==> src/verilog/smr_cfg.svh <==
// timing counts, reset values and field constants for the supply monitor and regulator control
`ifndef SMR_CFG_SVH
`define SMR_CFG_SVH
`define SMR_THRESH_RESET 4'h0007
`define SMR_THRESH_BASE_MV 12'h08FC
`define SMR_THRESH_STEP_MV 12'h0064
`define SMR_HYST_MV 12'h00C8
`define SMR_CLK_MHZ 100
`define SMR_SOFTSTART_US 400
`define SMR_SOFTSTART_CYC (`SMR_SOFTSTART_US * `SMR_CLK_MHZ)
`define SMR_RAMP_W 16
`define SMR_NUM_BUCK 3
`define SMR_VCODE_W 6
`define SMR_VCODE_DEFAULT 6'h0018
`define SMR_ZERO_VCODE 6'h0000
`endif

==> src/verilog/smr_pkg.sv <==
// types shared by the supply monitor and regulator control
package smr_pkg;
    typedef struct packed {
        logic [5:0] primary_voltage_code;
        logic [5:0] alternate_voltage_code;
        logic on_bit;
    } smr_buck_ctl_type;
    typedef struct packed {
        logic enabled;
        logic ramping;
        logic [5:0] target_code;
        logic [15:0] ramp_level;
    } smr_buck_stat_type;
    typedef enum logic [2:0] {
        SMR_RUN = 3'b001,
        SMR_ALARM = 3'b010,
        SMR_WAIT_READ = 3'b100
    } smr_uv_state_type;
endpackage : smr_pkg

==> src/verilog/smr_supply_monitor_regulator_control.sv <==
// supervision of the system supply, temperature and step-down regulator enables
//
// Contract
// RULE_01 - threshold code maps 2.3 V plus 0.1 V steps
// RULE_02 - threshold code resets to 0111, 3.0 V
// RULE_03 - status bit is one while supply below threshold
// RULE_04 - low condition holds until 200 mV recovery
// RULE_05 - mode one and unmasked: interrupt on undervoltage
// RULE_06 - interrupt clears after recovery and status read
// RULE_07 - mode zero: undervoltage shuts all regulators at once
// RULE_08 - overtemperature disables regulators, blocks re-enable
// RULE_09 - low battery output follows its comparator
// RULE_10 - enabled buck reference ramps over 400 us
// RULE_11 - select pin chooses primary or alternate code
// RULE_12 - processor writes the code selected by pin
// RULE_13 - buck regulates to default code after power-up
// RULE_14 - on bit acts on edges only
// RULE_15 - processor toggles on bit to enable or disable
// RULE_16 - interrupt pin pulled low while interrupt pending
// RULE_17 - asynchronous inputs pass two flip-flops first
`include "smr_cfg.svh"
`timescale 1ns/1ns
`default_nettype none
module smr_supply_monitor_regulator_control (
    // clock and reset
    input wire logic sys_clk,
    input wire logic nrst,
    // analog comparator and pin inputs, asynchronous
    input wire logic supply_below_falling,
    input wire logic supply_above_rising,
    input wire logic overtemp_trip,
    input wire logic low_battery_input,
    input wire logic voltage_setting_select_pin,
    // control bits from the serial register file
    input wire logic [3:0] supply_threshold_wr_data,
    input wire logic supply_threshold_wr,
    input wire logic undervoltage_response_mode,
    input wire logic undervoltage_irq_unmask,
    input wire logic supply_low_status_rd,
    input wire smr_pkg::smr_buck_ctl_type buck_one_ctl,
    input wire smr_pkg::smr_buck_ctl_type buck_two_ctl,
    input wire smr_pkg::smr_buck_ctl_type buck_three_ctl,
    // threshold to the analog comparator
    output logic [3:0] supply_threshold_code,
    output logic [11:0] supply_threshold_mv,
    output logic [11:0] supply_rising_mv,
    // status
    output logic supply_low_status,
    output logic overtemp_active,
    output logic system_shutdown,
    // open-drain pins, enable low means pulled low
    output logic interrupt_request_out,
    output logic interrupt_request_oe_n,
    output logic low_battery_output,
    output logic low_battery_oe_n,
    // regulator controls
    output smr_pkg::smr_buck_stat_type buck_one_stat,
    output smr_pkg::smr_buck_stat_type buck_two_stat,
    output smr_pkg::smr_buck_stat_type buck_three_stat
);
    // synchroniser stages; first stage feeds only the second
    logic [4:0] sync1_reg;
    logic [4:0] sync2_reg;
    wire [4:0] async_in = {voltage_setting_select_pin, low_battery_input, overtemp_trip,
                           supply_above_rising, supply_below_falling};
    always_ff @(posedge sys_clk or negedge nrst) begin
        if (!nrst) begin
            sync1_reg <= 5'h00;
            sync2_reg <= 5'h00;
        end else begin
            sync1_reg <= async_in; // see RULE_17
            sync2_reg <= sync1_reg; // see RULE_17
        end
    end
    wire below_s = sync2_reg[0];
    wire above_rise_s = sync2_reg[1];
    wire overtemp_s = sync2_reg[2];
    wire lowbat_s = sync2_reg[3];
    wire voltage_setting_select_pin_s = sync2_reg[4];

    // threshold code register and its millivolt decode
    logic [3:0] thresh_reg;
    always_ff @(posedge sys_clk or negedge nrst) begin
        if (!nrst)
            thresh_reg <= `SMR_THRESH_RESET; // see RULE_02
        else if (supply_threshold_wr)
            thresh_reg <= supply_threshold_wr_data;
    end
    assign supply_threshold_code = thresh_reg;
    wire [11:0] falling_mv = 12'(`SMR_THRESH_BASE_MV + thresh_reg * `SMR_THRESH_STEP_MV); // see RULE_01
    assign supply_threshold_mv = falling_mv;
    assign supply_rising_mv = 12'(falling_mv + `SMR_HYST_MV); // see RULE_04

    // low condition latches on falling trip, releases only above rising threshold
    logic low_reg;
    always_ff @(posedge sys_clk or negedge nrst) begin
        if (!nrst)
            low_reg <= 1'b0;
        else if (below_s)
            low_reg <= 1'b1; // see RULE_04
        else if (above_rise_s)
            low_reg <= 1'b0; // see RULE_04
    end
    assign supply_low_status = low_reg; // see RULE_03

    // undervoltage interrupt state; a fresh drop wins over a pending clear
    smr_pkg::smr_uv_state_type uv_state_reg;
    smr_pkg::smr_uv_state_type uv_state_next;
    logic read_seen_reg;
    always_comb begin
        uv_state_next = uv_state_reg;
        case (uv_state_reg)
            smr_pkg::SMR_RUN: begin
                if (low_reg && undervoltage_response_mode && undervoltage_irq_unmask)
                    uv_state_next = smr_pkg::SMR_ALARM; // see RULE_05
            end
            smr_pkg::SMR_ALARM: begin
                if (!low_reg)
                    uv_state_next = smr_pkg::SMR_WAIT_READ;
            end
            smr_pkg::SMR_WAIT_READ: begin
                if (low_reg)
                    uv_state_next = smr_pkg::SMR_ALARM;
                else if (read_seen_reg || supply_low_status_rd)
                    uv_state_next = smr_pkg::SMR_RUN; // see RULE_06
            end
            default: uv_state_next = smr_pkg::SMR_RUN;
        endcase
    end
    // a read made while still low counts once the supply recovers
    wire read_seen_next = (uv_state_reg == smr_pkg::SMR_RUN) ? 1'b0 :
                          (read_seen_reg || supply_low_status_rd);
    always_ff @(posedge sys_clk or negedge nrst) begin
        if (!nrst) begin
            uv_state_reg <= smr_pkg::SMR_RUN;
            read_seen_reg <= 1'b0;
        end else begin
            uv_state_reg <= uv_state_next;
            read_seen_reg <= (uv_state_next == smr_pkg::SMR_RUN) ? 1'b0 : read_seen_next;
        end
    end
    wire irq_pending = (uv_state_reg != smr_pkg::SMR_RUN) && undervoltage_irq_unmask;

    // open-drain pins: drive low when active, release otherwise
    logic irq_oe_n_reg;
    logic lbo_oe_n_reg;
    always_ff @(posedge sys_clk or negedge nrst) begin
        if (!nrst) begin
            irq_oe_n_reg <= 1'b1;
            lbo_oe_n_reg <= 1'b1;
        end else begin
            irq_oe_n_reg <= !irq_pending; // see RULE_16
            lbo_oe_n_reg <= !lowbat_s; // see RULE_09
        end
    end
    assign interrupt_request_out = 1'b0;
    assign interrupt_request_oe_n = irq_oe_n_reg;
    assign low_battery_output = 1'b0;
    assign low_battery_oe_n = lbo_oe_n_reg;

    // global kill: undervoltage lockout in mode zero, or overtemperature
    wire uvlo_kill = low_reg && !undervoltage_response_mode; // see RULE_07
    wire kill = uvlo_kill || overtemp_s; // see RULE_08
    assign overtemp_active = overtemp_s;
    assign system_shutdown = kill;

    // per-regulator control gathered in arrays for the generate loop
    smr_pkg::smr_buck_ctl_type ctl_arr [`SMR_NUM_BUCK];
    smr_pkg::smr_buck_stat_type stat_arr [`SMR_NUM_BUCK];
    assign ctl_arr[0] = buck_one_ctl;
    assign ctl_arr[1] = buck_two_ctl;
    assign ctl_arr[2] = buck_three_ctl;
    assign buck_one_stat = stat_arr[0];
    assign buck_two_stat = stat_arr[1];
    assign buck_three_stat = stat_arr[2];

    genvar gi;
    generate
        for (gi = 0; gi < `SMR_NUM_BUCK; gi = gi + 1) begin : g_buck
            logic on_prev_reg;
            logic en_reg;
            logic [`SMR_RAMP_W-1:0] ramp_reg;
            logic [`SMR_VCODE_W-1:0] code_reg;
            logic booted_reg;
            // edges of the on bit; a steady level does nothing
            wire on_rise = ctl_arr[gi].on_bit && !on_prev_reg; // see RULE_14
            wire on_fall = !ctl_arr[gi].on_bit && on_prev_reg; // see RULE_14
            // re-enable is refused while the kill condition stands
            wire en_next = kill ? 1'b0 : (on_rise ? 1'b1 : (on_fall ? 1'b0 : en_reg)); // see RULE_08
            wire [`SMR_VCODE_W-1:0] sel_code = voltage_setting_select_pin_s ? ctl_arr[gi].alternate_voltage_code :
                                                 ctl_arr[gi].primary_voltage_code; // see RULE_11
            // soft-start counts up while enabled and restarts when disabled
            wire ramp_done = (ramp_reg == `SMR_RAMP_W'(`SMR_SOFTSTART_CYC));
            wire [`SMR_RAMP_W-1:0] ramp_next = !en_reg ? `SMR_RAMP_W'(0) :
                                   (ramp_done ? ramp_reg : `SMR_RAMP_W'(ramp_reg + 1'b1)); // see RULE_10
            always_ff @(posedge sys_clk or negedge nrst) begin
                if (!nrst) begin
                    on_prev_reg <= 1'b0;
                    en_reg <= 1'b0;
                    ramp_reg <= `SMR_RAMP_W'(0);
                    code_reg <= `SMR_VCODE_DEFAULT; // see RULE_13
                    booted_reg <= 1'b0;
                end else begin
                    on_prev_reg <= ctl_arr[gi].on_bit;
                    en_reg <= en_next;
                    ramp_reg <= ramp_next;
                    // default code stands until software first writes an on edge
                    booted_reg <= booted_reg || on_rise;
                    code_reg <= (booted_reg || on_rise) ? sel_code : `SMR_VCODE_DEFAULT; // see RULE_13
                end
            end
            // one driver per element; the code stays visible while off so the default shows
            assign stat_arr[gi] = '{enabled: en_reg, ramping: en_reg && !ramp_done,
                                    target_code: code_reg, ramp_level: ramp_reg}; // see RULE_13
        end
    endgenerate
endmodule : smr_supply_monitor_regulator_control
`default_nettype wire

==> config.mk <==
export PLATFORM = sky130hd
export DESIGN_NAME = smr_supply_monitor_regulator_control
export DESIGN_NICKNAME = d
export VERILOG_FILES = /design/src/verilog/smr_pkg.sv /design/src/verilog/smr_supply_monitor_regulator_control.sv
export VERILOG_INCLUDE_DIRS = /design/src /design/src/verilog
export SDC_FILE = /design/constraint.sdc
export NUM_CORES = 1
export LEC_CHECK = 0
export BUFFER_PORTS_ARGS = -buffer_cell sky130_fd_sc_hd__clkbuf_2
export CAP_MARGIN = 10
export CELL_PAD_IN_SITES_DETAIL_PLACEMENT = 0
export CELL_PAD_IN_SITES_GLOBAL_PLACEMENT = 1
export CORE_UTILIZATION = 38
export CTS_CLUSTER_DIAMETER = 200
export DETAILED_ROUTE_END_ITERATION = 16
export PLACE_DENSITY_LB_ADDON = 0.1
export SYNTH_ARGS = -nofsm -noshare
export SYNTH_HDL_FRONTEND = slang
export SYNTH_SLANG_ARGS = --single-unit
==> constraint.sdc <==
create_clock -name sys_clk -period 4 [get_ports sys_clk]
set_input_delay 0.4 -clock sys_clk [delete_from_list [all_inputs] [get_ports sys_clk]]
set_output_delay 0.4 -clock sys_clk [all_outputs]
set_load 0.005 [all_outputs]
* Yosys cells after proc, flatten, opt, wreduce, memory -nomap -nowiden
Index checks and enable logic that the tools add are counted.
** Word-level totals
- Flip-flop bits (word level) :: 96
** Cells by class
- Muxes and demuxes :: 30
- Multipliers :: 1
- Reduce and logical (&&, ||, !) cells :: 34
- Eq/ne operators :: 11
- Add/subtract/negate cells :: 5
** Operator list (count)
- $mux W16 :: 6
- $add A16 B1 Y16 const B :: 3
- $eq A16 B16 Y1 const B :: 3
- $mux W6 :: 6
- $logic_and A1 B1 Y1 :: 13
- $mux W1 :: 13
- $add A12 B11 Y12 const A :: 1
- $add A12 B8 Y12 const B :: 1
- $logic_not A1 Y1 :: 12
- $mux W3 :: 4
- $mul A4 B5 Y9 const B :: 1
- $pmux W3 S3 :: 1
- $reduce_bool A3 Y1 :: 3
- $eq A3 B1 Y1 const B :: 2
- $ne A2 B2 Y1 const B :: 3
- $logic_or A1 B1 Y1 :: 5
- $eq A3 B2 Y1 const B :: 1
- $eq A3 B3 Y1 const B :: 1
- $ne A3 B1 Y1 const B :: 1
- $reduce_bool A2 Y1 :: 1

* Longest topological paths before layout
- Depth after elaboration :: 6
- Gate-level depth with buffers :: 10

* Least setup slack after synthesis
OpenSTA, ideal clock, no wires.
- Kind :: reg2out
- Start :: register thresh_reg[0], in the netlist supply_threshold_code[0]
- End :: output port supply_rising_mv[11]
- Buffers on the path :: 0
- Stages on the path, launching flop included :: 10
- Data required time :: 3.600 ns
- Data arrival time :: 2.799 ns
- Path slack :: 0.801 ns
- Cells stage by stage :: dfstp_2 inv_1 ha_1 ha_1 fa_1 nor3_1 nand3_1 xnor2_1 nor2_1 a32oi_1
** Between the ends
- Word-level cells in the longest chain between the ends :: 3
** RTL lines
- start, declared :: line smr_supply_monitor_regulator_control.sv:82 : logic [3:0] thresh_reg;
- start signal, assigned :: line smr_supply_monitor_regulator_control.sv:85 : thresh_reg <= `SMR_THRESH_RESET;
- start signal, assigned :: line smr_supply_monitor_regulator_control.sv:87 : thresh_reg <= supply_threshold_wr_data;
- $mul A4 B5 Y9 (no line)
- $add A12 B11 Y12 (no line)
- $add A12 B8 Y12 (no line)
- end, declared :: line smr_supply_monitor_regulator_control.sv:46 : output logic [11:0] supply_rising_mv,
Every way passes these cells.

* Worst setup path after layout
- Start :: register thresh_reg[0], in the netlist supply_threshold_code[0]
- End :: output port supply_rising_mv[10]
The elaborated chain is that of the path after synthesis.

==> flow_metrics.tcl <==
set metrics [dict create \
    status "completed" \
    syn-instance-count 453 \
    ys_seq_area_share_pct 50.1 \
    n_antenna_cell 0 \
    cp_slowest_cell "dfstp_2" \
    cp.arrival_ns 3.35 \
    grt_pass1_wl_microns 17500 \
    grt_pass1_vias 3611 \
    cts_buffer_depth 2 \
    rsz0062_at_grt "no" \
    cts_num_sinks 96 \
    rows 40 \
    critPathKind "register to output pin" \
    die_area_sq_um 13200 \
    grt_max_degree 72 \
    drtAntennaViolNets 0 \
    dpl_cell_area_sq_um 5740 \
    avgSynthCellArea_sq_um 10.7 \
    p_per_area_nw_per_um2 375 \
    finalNetCount 682 \
    p_leak_nw 3.02 \
    final_hold_viol_count 0 \
    cp_max_fo 6 \
    period_share_pct 93.8 \
    cts_buffers 9 \
    synth_largest_area_cell "dfrtp_1" \
    clock.fmax_mhz 267 \
    die_y_microns 115 \
    synth-edff-count 0 \
    insertion_delay_ns 0.35 \
    setup_ws_ns 0.249 \
    drtIter0Drc 116 \
    slowest_delay_ns 0.59 \
    largest_reg_flops 48 \
    gr-total-overflow 0 \
    cts-root-buf "clkbuf_16" \
    r2r_setup_slack_ns 2.31 \
    crit_chain "inv_1 > ha_1 > ha_1 > fa_1 > xor2_1 > o41ai_2 > xnor2_1 > nor3_2 > xor2_1 > clkbuf_2" \
    n_fill_cell 1191 \
    final_layout_size_suffix_gt1_share_pct 30.8 \
    yosysTopAreaCellShare_pct 43.5 \
    ys_ff_latch 96 \
    startpoint "supply_threshold_code[0]$_DFFE_PN1P_" \
    grt_util_all_layers_pct 17.2 \
    crit_end "supply_rising_mv[10]" \
    dp_slack_ns 0.521 \
    drv_slew 0 \
    core-area_sq_um 12200 \
    reg2reg_depth 5 \
    synth_area_sq_um 4830 \
    io_buffers 154 \
    hp-class "primary input to register" \
    critPathRequiredTime_ns 3.60 \
    cp.depth 10 \
    r2r_end "g_buck[0].ramp_reg[15]$_DFFE_PN0P_" \
    routabilityCongestion 0.844 \
    yosysUniqueCellTypes 46 \
    ios 161 \
    area_delta_synth_final_pct 24.7 \
    synth.most_common_cell "dfrtp_1" \
    dr_total_vias 3700 \
    whs_path_depth 1 \
    dp_hpwl_microns 7870 \
    fin_skew_ns 0.00947 \
    synthTopCellsByArea "dfrtp_1 (44%), dfstp_2 (6.5%), xnor2_1 (6.2%), and2_1 (5.3%), ha_1 (4.7%)" \
    end_kind "output pin" \
    path_buf_inv 2 \
    cts_tree "yes" \
    start_util_pct 39.5 \
    synth_ff_type "dfrtp_1" \
    crit_path_start_kind "register" \
    grt_antenna_before_repair 0 \
    finalInstanceArea_sq_um 6020 \
    cts-htree-levels 3 \
    viasPerCell 4.73 \
    drtPass1Iterations 4 \
    setup_violations 0 \
    avgRoutedWirePerCell_microns 13.5 \
    maxCapViolCount 0 \
    maxSlewHeadroom_pct 37.7 \
    path_clk_slew_ns 0.06 \
    crit_family "adder cells" \
    drc 0 \
    timing.final.crit_period_ns 3.75 \
    cts_hold_buf 0 \
    die_w_microns 115 \
    synthArstFlopShare_pct 100 \
    ys_top_cells_by_count "dfrtp_1 (84), and2_1 (41), xnor2_1 (34)" \
    reg2reg_from "g_buck[0].ramp_reg[2]$_DFFE_PN0P_" \
    yosys_warnings 0 \
    fin_tns_setup_ns 0 \
    worstMarginPinSlew_ns 0.935 \
    vdd_ir_drop_max_mv 0.203 \
    wl_microns 10600 \
]
==> stage by stage <==
step | total power [mW] | hold WS, ns | instances | utilization (%)
final | 2.26 | 0.159 | 782 | 49.3
after global routing | 2.39 | 0.140 | 782 | 49.3
after CTS | 2.30 | 0.142 | 782 | 49.2
after detailed placement | 1.49 | 0.335 | 766 | 47.0
after global placement | 1.48 | 0.333 | 766 | 47.0
after floorplan | 1.30 | 0.104 | 458 | -
==> timing repair <==
item                                   4_1_cts  5_1_grt
gates resized for setup                      0        1
setup endpoints to repair                    0        2
setup buffers                                0        0
endpoints found under the hold margin        0        0
==> cells by family after synthesis <==
family                   Yosys count  synth area share, %
multiplexers                      22                 4.59
other                              1               0.0776
AND/OR/NAND/NOR                  181                 21.1
buffers and inverters             40                 3.94
AO/OA/AOI/OAI                     41                 5.36
XOR/XNOR                          53                 9.77
flip-flops                        96                 50.1
adder cells (fa/ha/maj)           19                 5.08
==> final cells by class <==
class                           instances  area, sq um  area share (%)
Timing Repair Buffer                  155          781            13.0
Clock inverter                          2         16.3           0.270
Inverter                               25         93.8            1.56
Clock buffer                           14          254            4.22
Sequential cell                        96         2420            40.1
Multi-Input combinational cell        322         2250            37.3
Tap cell                              168          210            3.49
==> worst min-delay path by stage <==
stage | start | end | slack, ns
after detailed placement | sync1_reg[2]$_DFF_PN0_ | sync2_reg[2]$_DFF_PN0_ | 0.33
after global routing | supply_above_rising | sync1_reg[1]$_DFF_PN0_ | 0.14
final | overtemp_trip | sync1_reg[2]$_DFF_PN0_ | 0.16
after CTS | overtemp_trip | sync1_reg[2]$_DFF_PN0_ | 0.14
after global placement | sync1_reg[1]$_DFF_PN0_ | sync2_reg[1]$_DFF_PN0_ | 0.33
after floorplan | nrst | g_buck[0].booted_reg$_DFF_PN0_ | 0.10
==> per-layer routing <==
metal / wire length (microns) / vias up / track usage, %
li1: - / 1831 / -
met1: 4880 / 1740 / 22.0
met2: 4860 / 118 / 27.1
met3: 691 / 11 / 4.90
met4: 161 / 0 / 7.79
met5: 0 / - / 0
==> cell usage in the layout, fill, tap and decap left out, drive strengths merged, types with 2 or more instances in the layout <==
master and n:
a211oi 2, a21boi 5, a21o 2, a21oi 14, a31oi 2, a32oi 2
and2 41, and3 7, and3b 2, and4 3, and4b 2, buf 2
clkbuf 167, conb 6, dfrtp 84, dfstp 12, ha 18, inv 25
mux2i 21, nand2 32, nand2b 4, nand3 18, nand3b 2, nand4 12
nor2 23, nor2b 12, nor3 8, nor4 3, nor4b 4, o21ai 12
or3 5, xnor2 34, xor2 19
==> power by group <==
part,switching [mW],internal (mW),leakage [nW]
Sequential,0.0297,1.01,1.22
Combinational,0.225,0.202,1.67
Clock,0.353,0.441,0.127
No activity file was read; power rests on OpenSTA's default activity.
